File: config.mk
export PLATFORM = sky130hd
export DESIGN_NAME = tdc_core
export DESIGN_NICKNAME = d
export VERILOG_FILES = /design/src/tdc_pkg.sv /design/src/tdc_core.sv
export VERILOG_INCLUDE_DIRS = /design/src
export SDC_FILE = /design/constraint.sdc
export NUM_CORES = 2
export LEC_CHECK = 0
export ABC_CLOCK_PERIOD_IN_PS = 9000
export BUFFER_PORTS_ARGS = -buffer_cell sky130_fd_sc_hd__buf_2
export CORE_ASPECT_RATIO = 0.5
export CORE_MARGIN = 5
export CORE_UTILIZATION = 50
export DETAILED_ROUTE_END_ITERATION = 8
export HOLD_SLACK_MARGIN = 0.06
export PLACE_DENSITY_LB_ADDON = 0.3
export SLEW_MARGIN = 20
export SYNTH_ARGS = -nofsm -noshare
export SYNTH_HDL_FRONTEND = slang
export SYNTH_SLANG_ARGS = --single-unit
File: constraint.sdc
create_clock -name clk -period 9 [get_ports clk]
set_input_delay 0.45 -clock clk [delete_from_list [all_inputs] [get_ports clk]]
set_output_delay 0.45 -clock clk [all_outputs]
set_load 0.05 [all_outputs]
File: src/tdc_consts.svh
`ifndef TDC_CONSTS_SVH
`define TDC_CONSTS_SVH

// command codes, upper byte of a frame
`define TDC_CMD_SELECT     8'h72
`define TDC_CMD_SOFT       8'h73
`define TDC_CMD_ENABLE     8'h74
`define TDC_CMD_CHAN_HI    4'h1

// reset values
`define TDC_SELECT_RESET   16'h0000
`define TDC_SOFT_RESET     16'h0000
`define TDC_ENABLE_RESET   16'h0000

// channel settings field positions within the data word
`define TDC_F_PER_LO       0
`define TDC_F_PER_HI       2
`define TDC_F_MODE         3
`define TDC_F_SRC_LO       4
`define TDC_F_SRC_HI       5
`define TDC_F_PH_LO        6
`define TDC_F_PH_HI        7

// accepted frame lengths in serial clock rising edges
`define TDC_FRAME_LONG     6'h20
`define TDC_FRAME_SHORT    6'h18

// synchroniser bit positions
`define TDC_P_SCK          0
`define TDC_P_SDI          1
`define TDC_P_CS           2
`define TDC_P_TG0          3
// idle pin levels: select high, everything else low
`define TDC_PIN_IDLE       6'h04

// sine position: one full period spans 64 steps, a quarter 16
`define TDC_QUARTER        6'h10
`define TDC_PER_MAX        3'h4

`endif

File: src/tdc_pkg.sv
package tdc_pkg;

  typedef enum logic [1:0] {
    TDC_SRC_SOFT,
    TDC_SRC_PIN0,
    TDC_SRC_PIN1,
    TDC_SRC_PIN2
  } tdc_src_t;

  typedef enum logic [1:0] {
    TDC_IDLE,
    TDC_RUN,
    TDC_DRAIN
  } tdc_dither_t;

  typedef struct packed {
    logic [1:0] phase;
    tdc_src_t   src;
    logic       mode;
    logic [2:0] period;
  } tdc_chan_cfg_t;

  typedef struct packed {
    logic              use_b;
    logic              dither_on;
    logic signed [6:0] dither_val;
  } tdc_chan_out_t;

endpackage
File: src/tdc_core.sv
`timescale 1ns/1ps
`include "tdc_consts.svh"

// Summary of operation
// - select command loads input select word
// - select bit routes writes A/B, resets zero
// - soft toggle command loads toggle bits
// - soft toggle changes at frame end
// - enable command loads enables, resets zero
// - toggle mode disable connects register A
// - dither disable finishes period then A
// - mode bit toggle or dither, reset 0
// - period code selects N 4..64
// - phase code sets start phase
// - odd phases silent first N/4 clocks
// - source code picks soft bit or pin
// - settings write hits addressed channel only
// - serial out lags input 32 edges
// - serial out released while select high
// - trailing frame bits ignored
// - toggle flips on both clock edges
// - dither rising edge steps sine sample
// - register A before enable set
module tdc_core #(
  parameter int NCH = 16
) (
  // clock, reset, enable
  input  wire logic                           clk,
  input  wire logic                           rst,
  input  wire logic                           ce,
  // serial port pins
  input  wire logic                           sck,
  input  wire logic                           sdi,
  input  wire logic                           chip_select_load_n,
  output logic                                sdo,
  output logic                                sdo_oe,
  // toggle clock pins
  input  wire logic                           toggle_pin_0,
  input  wire logic                           toggle_pin_1,
  input  wire logic                           toggle_pin_2,
  // per channel results
  output logic          [NCH-1:0]             input_reg_select,
  output tdc_pkg::tdc_chan_out_t [NCH-1:0]    chan_out
);

  logic [5:0]  s1_reg;
  logic [5:0]  s2_reg;
  logic [5:0]  s3_reg;
  logic [5:0]  lvl_reg;
  logic [5:0]  lvl_next;
  logic [5:0]  pin_rise;
  logic [5:0]  pin_fall;
  logic [31:0] shift_reg;
  logic [5:0]  cnt_reg;
  logic        exec;
  logic [7:0]  cmd;
  logic [15:0] data;
  logic        exec_sel;
  logic        exec_soft;
  logic        exec_en;
  logic        exec_chan;
  logic [NCH-1:0] soft_reg;
  logic [NCH-1:0] en_reg;
  logic [NCH-1:0] src_rise;
  logic [NCH-1:0] src_fall;
  tdc_pkg::tdc_chan_cfg_t [NCH-1:0] cfg_reg;
  tdc_pkg::tdc_dither_t   [NCH-1:0] st_reg;
  logic [NCH-1:0][5:0] pos_reg;
  logic [NCH-1:0][5:0] warm_reg;

  // quarter sine magnitude in 1/32 units, index 0..16
  function automatic logic [5:0] quarter(input logic [4:0] k);
    logic [5:0] v;
    v = 6'h00;
    unique case (k)
      5'd0:  v = 6'd0;
      5'd1:  v = 6'd3;
      5'd2:  v = 6'd6;
      5'd3:  v = 6'd9;
      5'd4:  v = 6'd12;
      5'd5:  v = 6'd15;
      5'd6:  v = 6'd18;
      5'd7:  v = 6'd21;
      5'd8:  v = 6'd24;
      5'd9:  v = 6'd25;
      5'd10: v = 6'd27;
      5'd11: v = 6'd28;
      5'd12: v = 6'd30;
      5'd13: v = 6'd31;
      5'd14: v = 6'd31;
      default: v = 6'd32;
    endcase
    return v;
  endfunction

  // signed sample at a 64-step position
  function automatic logic signed [6:0] sine_at(input logic [5:0] m);
    logic [4:0] k;
    logic [6:0] mag;
    k = m[4] ? 5'd16 - {1'b0, m[3:0]} : {1'b0, m[3:0]};
    mag = {1'b0, quarter(k)};
    return m[5] ? -$signed(mag) : $signed(mag);
  endfunction

  // positions advanced per dither clock, 64/N
  function automatic logic [5:0] step_of(input logic [2:0] per);
    logic [2:0] p;
    p = (per > `TDC_PER_MAX) ? `TDC_PER_MAX : per;
    return `TDC_QUARTER >> p;
  endfunction

  // start position from phase code, quarter periods
  function automatic logic [5:0] start_of(input logic [1:0] ph);
    return {ph, 4'h0};
  endfunction

  // three-stage synchronisers for all pins
  always_ff @(posedge clk) begin
    if (rst) begin
      s1_reg <= `TDC_PIN_IDLE; // stages match idle pins, no false edge after reset
      s2_reg <= `TDC_PIN_IDLE;
      s3_reg <= `TDC_PIN_IDLE;
      lvl_reg <= `TDC_PIN_IDLE;
    end else if (ce) begin
      s1_reg <= {toggle_pin_2, toggle_pin_1, toggle_pin_0, chip_select_load_n, sdi, sck};
      s2_reg <= s1_reg;
      s3_reg <= s2_reg;
      lvl_reg <= lvl_next;
    end
  end

  // level moves only when stages two and three agree
  assign lvl_next = (s2_reg & s3_reg) | (lvl_reg & (s2_reg | s3_reg));
  assign pin_rise = lvl_next & ~lvl_reg;
  assign pin_fall = ~lvl_next & lvl_reg;

  // frame shifter and edge counter
  always_ff @(posedge clk) begin
    if (rst) begin
      shift_reg <= 32'h0000_0000;
      cnt_reg <= 6'h00;
    end else if (ce) begin
      if (pin_fall[`TDC_P_CS]) begin
        cnt_reg <= 6'h00;
      end else if (pin_rise[`TDC_P_SCK] && !lvl_reg[`TDC_P_CS]) begin
        shift_reg <= {shift_reg[30:0], lvl_reg[`TDC_P_SDI]};
        if (cnt_reg != 6'h3f) begin
          cnt_reg <= cnt_reg + 6'h01;
        end
      end
    end
  end

  // decode at select rising edge, trailing bits unused
  assign exec = pin_rise[`TDC_P_CS] &&
                (cnt_reg == `TDC_FRAME_LONG || cnt_reg == `TDC_FRAME_SHORT);
  assign cmd  = (cnt_reg == `TDC_FRAME_SHORT) ? shift_reg[23:16] : shift_reg[31:24];
  assign data = (cnt_reg == `TDC_FRAME_SHORT) ? shift_reg[15:0] : shift_reg[23:8];
  assign exec_sel  = exec && cmd == `TDC_CMD_SELECT;
  assign exec_soft = exec && cmd == `TDC_CMD_SOFT;
  assign exec_en   = exec && cmd == `TDC_CMD_ENABLE;
  assign exec_chan = exec && cmd[7:4] == `TDC_CMD_CHAN_HI;

  // serial out on detected falling edge, enabled while selected
  always_ff @(posedge clk) begin
    if (rst) begin
      sdo <= 1'b0;
      sdo_oe <= 1'b0;
    end else if (ce) begin
      if (pin_fall[`TDC_P_SCK]) begin
        sdo <= shift_reg[31];
      end
      sdo_oe <= ~lvl_next[`TDC_P_CS];
    end
  end

  // input select word
  always_ff @(posedge clk) begin
    if (rst) begin
      input_reg_select <= `TDC_SELECT_RESET;
    end else if (ce && exec_sel) begin
      input_reg_select <= data;
    end
  end

  // software toggle bits, applied only at frame end
  always_ff @(posedge clk) begin
    if (rst) begin
      soft_reg <= `TDC_SOFT_RESET;
    end else if (ce && exec_soft) begin
      soft_reg <= data;
    end
  end

  // toggle and dither enables
  always_ff @(posedge clk) begin
    if (rst) begin
      en_reg <= `TDC_ENABLE_RESET;
    end else if (ce && exec_en) begin
      en_reg <= data;
    end
  end

  // channel settings, addressed channel only
  always_ff @(posedge clk) begin
    if (rst) begin
      cfg_reg <= '0;
    end else if (ce && exec_chan) begin
      for (int ch = 0; ch < NCH; ch++) begin
        if (cmd[3:0] == 4'(ch)) begin
          cfg_reg[ch].mode   <= data[`TDC_F_MODE];
          cfg_reg[ch].period <= data[`TDC_F_PER_HI:`TDC_F_PER_LO];
          cfg_reg[ch].phase  <= data[`TDC_F_PH_HI:`TDC_F_PH_LO];
          cfg_reg[ch].src    <= tdc_pkg::tdc_src_t'(data[`TDC_F_SRC_HI:`TDC_F_SRC_LO]);
        end
      end
    end
  end

  // edges of each channel's selected clock
  always_comb begin
    src_rise = '0;
    src_fall = '0;
    for (int ch = 0; ch < NCH; ch++) begin
      unique case (cfg_reg[ch].src)
        tdc_pkg::TDC_SRC_SOFT: begin
          src_rise[ch] = exec_soft && data[ch] && !soft_reg[ch];
          src_fall[ch] = exec_soft && !data[ch] && soft_reg[ch];
        end
        tdc_pkg::TDC_SRC_PIN0: begin
          src_rise[ch] = pin_rise[`TDC_P_TG0];
          src_fall[ch] = pin_fall[`TDC_P_TG0];
        end
        tdc_pkg::TDC_SRC_PIN1: begin
          src_rise[ch] = pin_rise[`TDC_P_TG0 + 1];
          src_fall[ch] = pin_fall[`TDC_P_TG0 + 1];
        end
        tdc_pkg::TDC_SRC_PIN2: begin
          src_rise[ch] = pin_rise[`TDC_P_TG0 + 2];
          src_fall[ch] = pin_fall[`TDC_P_TG0 + 2];
        end
      endcase
    end
  end

  // per channel toggle and dither engine, own index and period
  always_ff @(posedge clk) begin
    if (rst) begin
      for (int ch = 0; ch < NCH; ch++) begin
        st_reg[ch] <= tdc_pkg::TDC_IDLE;
      end
      pos_reg <= '0;
      warm_reg <= '0;
      chan_out <= '0;
    end else if (ce) begin
      for (int ch = 0; ch < NCH; ch++) begin
        if (!cfg_reg[ch].mode) begin
          st_reg[ch] <= tdc_pkg::TDC_IDLE;
          chan_out[ch].dither_on <= 1'b0;
          chan_out[ch].dither_val <= 7'sd0;
          if (!en_reg[ch]) begin
            chan_out[ch].use_b <= 1'b0;
          end else if (src_rise[ch] || src_fall[ch]) begin
            chan_out[ch].use_b <= ~chan_out[ch].use_b;
          end
        end else begin
          chan_out[ch].use_b <= 1'b0;
          unique case (st_reg[ch])
            tdc_pkg::TDC_IDLE: begin
              chan_out[ch].dither_on <= 1'b0;
              chan_out[ch].dither_val <= 7'sd0;
              if (en_reg[ch]) begin
                st_reg[ch] <= tdc_pkg::TDC_RUN;
                pos_reg[ch] <= start_of(cfg_reg[ch].phase);
                warm_reg[ch] <= 6'h00;
              end
            end
            tdc_pkg::TDC_RUN, tdc_pkg::TDC_DRAIN: begin
              if (!en_reg[ch]) begin
                st_reg[ch] <= tdc_pkg::TDC_DRAIN;
              end
              if (src_rise[ch]) begin
                if (st_reg[ch] == tdc_pkg::TDC_DRAIN &&
                    pos_reg[ch] == start_of(cfg_reg[ch].phase)) begin
                  st_reg[ch] <= tdc_pkg::TDC_IDLE;
                  chan_out[ch].dither_on <= 1'b0;
                  chan_out[ch].dither_val <= 7'sd0;
                end else begin
                  chan_out[ch].dither_on <= 1'b1;
                  if (cfg_reg[ch].phase[0] && warm_reg[ch] < `TDC_QUARTER) begin
                    chan_out[ch].dither_val <= 7'sd0;
                  end else begin
                    chan_out[ch].dither_val <= sine_at(pos_reg[ch]);
                  end
                  pos_reg[ch] <= pos_reg[ch] + step_of(cfg_reg[ch].period);
                  if (warm_reg[ch] < `TDC_QUARTER) begin
                    warm_reg[ch] <= warm_reg[ch] + step_of(cfg_reg[ch].period);
                  end
                end
              end
            end
            default: begin
              st_reg[ch] <= tdc_pkg::TDC_IDLE;
            end
          endcase
        end
      end
    end
  end

  // dither checks on every channel, whichever ones run dither
  for (genvar g = 0; g < NCH; g++) begin : g_dither

  end
endmodule

==> key figures <==
Placement
  • DPL Wire Length: roughly 79 mm
  • Placer Congestion: between 0.9 and 1
  • Inst Count DP: a little under 6000
  • Port Buffers: 170
  • DP Area: about 0.042 mm²
  • Post-place setup slack: around 5300 ps

Cells and area
  • Fillers: between 7000 and 8000
  • Count of nets after finishing: ~5300
  • Sequential cell area: between 0.01 and 0.015 mm²
  • Fin area: 0.0441 mm²
  • Post-Layout Cell Count: just over 6000
  • Multi-input combinational cell area: between 0.02 and 0.03 mm²
  • Layout Utilization: 0.552
  • Share of cells above drive strength 1: 0.0951
  • Max reg flops: 144
  • # diodes: 0
  • Area delta synth->final: 8.70%

Clock network
  • Number of H-tree levels: 2
  • Max Buffers Root-to-Sink: 3
  • Cts bufs inserted: 58
  • Clk_lat worst skew: 650 ps
  • Reg clk slew, reported paths: 70 ps
  • Root buf cell: clkbuf_16
  • Post-CTS Setup Bufs: 0
  • Clk sinks: just over 600
  • TritonCTS clock tree: done

Power
  • Internal power: between 4 and 5 mW
  • Sw Pwr: 1.27 mW
  • Total power: between 5 and 6 mW
  • Clk pwr share: 0.483
  • Sequential Power Share: 0.496
  • Leak pwr: ~18 nW
  • VDD IR max: about 0.13 mV
  • Comb power frac: 0.021
  • Sw Share: 0.234
  • PwrDens: 123 mW/mm²

Timing
  • Final hold violations: 0
  • Slew Limit Fails: 0
  • Clock Skews: between 20 and 25 ps
  • Max Freq: roughly 270 MHz
  • RSZ-0062 raised after global routing: false
  • Worst-Margin Slew: 1170 ps
  • Endpoints failing setup: 0
  • Slew margin rel.: 0.218
  • Period utilization: 0.418
  • Minimum clock period: 3760 ps
  • Fin Hold WS: about 110 ps
  • Final TNS setup: 0 ps
  • Final worst setup slack: ~5200 ps

Run
  • Max_cap viols: 0

Logic synthesis
  • FFs w/ async S/R, synth: 0
  • Synth cell types: 110
  • Post-synth EDFFs: 0
  • Sequential share of the synthesized area: 0.300
  • Predominant post-synthesis flop cell: dfxtp_1
  • Post-Syn Nets: about 5300
  • Post-synthesis instance area: just over 0.04 mm²
  • #FFs+latches synth: between 600 and 700
  • Yosys warning count: 0
  • Cells after Synth: slightly below 5000
  • Synth Area per Inst: a little over 8 µm²

Critical path
  • CP Data Arrival Time: around 4300 ps
  • Setup CP Type: flip-flop to flip-flop
  • WP buf/inv: 1
  • Startpoint types: flip-flop
  • Crit-path leading delay family: compound AO/OA/AOI/OAI gates
  • CP Data Required Time: about 9600 ps
  • Cells along the critical path: inv_1, ha_1, nor4bb_1, o21ai_1, a211oi_2, a21boi_2, nor2b_1, nor2_1, a211oi_1
  • Crit-path slowest cell: nor2b_1
  • Critical path peak fanout: 19
  • Crit. End Element: flip-flop
  • Worst path max stage delay: 830 ps

Die
  • Die width: approximately 410 µm
  • Ports: 171
  • Core footprint: between 0.07 and 0.08 mm²
  • Row cnt: between 70 and 80
  • Initial Util: 0.508
  • DIE HEIGHT: between 200 and 250 µm
  • Die area: just under 0.09 mm²

Route
  • 1st-iter DRT viols: 2845
  • Routed Antenna Nets: 0
  • Via density: ~6
  • DR pass1 iterations: 6
  • DRC Markers: 0
  • Vias: between 30000 and 40000
  • Routed WL: approximately 110 mm
  • Wire length per cell: between 15 and 20 µm

Global route
  • First-pass GRT wire length: between 150 and 200 mm
  • Largest net degree at the start of global routing: about 190
  • Overflow after GRT: 0
  • Vias in the first global route: 34000
  • Initial antenna violation count: 0
  • Total Routing Usage GR: 0.241

Hold path
  • Worst Hold Class: primary input to flip-flop

Status
  • Status: complete, no violations
==> cells in the mapped netlist (57+ instances only) <==
library cell	number	area (µm²)
o31ai_1	57	428
nor2_1	459	1720
ha_1	306	3830
a21o_1	91	683
nor3_1	93	465
a211oi_1	111	833
xnor2_1	151	1320
nor3b_1	64	480
o21ai_0	188	941
clkbuf_1	222	833
inv_1	290	1090
nand2_1	429	1610
dfxtp_1	608	12200
xor2_1	87	762
a21oi_1	376	1880
nand2b_1	63	394
nand3_1	163	816
mux2i_1	172	1720
==> repair_timing <==
item / 4_1_cts / 5_1_grt
hold buffers: 1 / 0
endpoints found under the hold margin: 1 / 0
gates resized for setup: 0 / 0
==> worst register-to-register path: cells and delay by family, from the launching register on <==
family / cells / cell delay, ps
compound gates: 4 / 1830
fa+ha+maj: 1 / 240
buf+inv: 1 / 100
flops: 1 / 330
simple gates: 3 / 1200
==> routing by layer <==
layer	vias to the layer above	global-route usage	share of wire
met5	-	0	0
met1	17400	0.328	0.46
li1	17900	-	-
met4	0	0.0786	0.032
met2	987	0.392	0.45
met3	191	0.0391	0.064
==> power groups by stage <==
| stage | Combinational, mW | Sequential [mW] | Clock, mW |
|---|---|---|---|
| after floorplan | 0.0775 | 2.76 | 0 |
| after global placement | 0.110 | 2.76 | 0 |
| after detailed placement | 0.112 | 2.76 | 0 |
| after CTS | 0.113 | 2.70 | 2.66 |
| after global routing | 0.122 | 2.70 | 2.78 |
| final | 0.114 | 2.70 | 2.62 |
==> logic make-up (layout without fill, tap and decap cells) <==
kind of cell,after synthesis,count (layout),share of synthesized area
AO/OA/AOI/OAI,1342,1342,0.225
XOR/XNOR,238,238,0.0514
adder cells (fa/ha/maj),338,338,0.110
buffers and inverters,542,603,0.0514
flip-flops,608,608,0.300
multiplexers,236,236,0.0639
AND/OR/NAND/NOR,1628,1628,0.198
==> layout make-up <==
| type | count | share of cell area |
|---|---|---|
| sequential | 608 | 0.276 |
| multi-input combinational | 3782 | 0.598 |
| tap | 1087 | 0.0308 |
| inverter | 290 | 0.0247 |
| timing repair buffer | 204 | 0.0257 |
| clock buffer | 76 | 0.0367 |
| clock inverter | 33 | 0.00820 |
==> final timing paths <==
check,slack [ps],from,cells past startpoint,endpoint
max,5240,cnt_reg[0]$_SDFFE_PP0P_,9,cfg_reg[66]$_SDFFE_PP0P_
min,110,sdi,3,s1_reg[1]$_SDFFE_PP0P_
max reg2reg,5240,cnt_reg[0]$_SDFFE_PP0P_,9,cfg_reg[66]$_SDFFE_PP0P_
min reg2reg,450,chan_out[135]$_SDFFE_PP0P_,2,chan_out[135]$_SDFFE_PP0P_
==> layout by cell type (no fill, tap or decap), types with 46 or more instances in the layout <==
cell / netlist / final
nand4_1: 53 / 53
clkbuf_16: 0 / 59
mux2_2: 49 / 49
buf_2: 13 / 168
nand3_1: 163 / 163
dfxtp_1: 608 / 608
a21oi_1: 376 / 376
nor3_1: 93 / 92
o31ai_1: 57 / 57
xnor2_1: 151 / 150
xor2_1: 87 / 87
a31oi_1: 48 / 48
nand2b_1: 63 / 63
nor2b_1: 46 / 46
o211ai_1: 53 / 53
a211oi_1: 111 / 111
a21o_1: 91 / 91
nand2_1: 429 / 429
o21ai_0: 188 / 188
mux2i_1: 172 / 171
ha_1: 306 / 306
nor3b_1: 64 / 62
nor2_1: 459 / 458
inv_1: 290 / 288
Power figures use the tool's default switching activity.
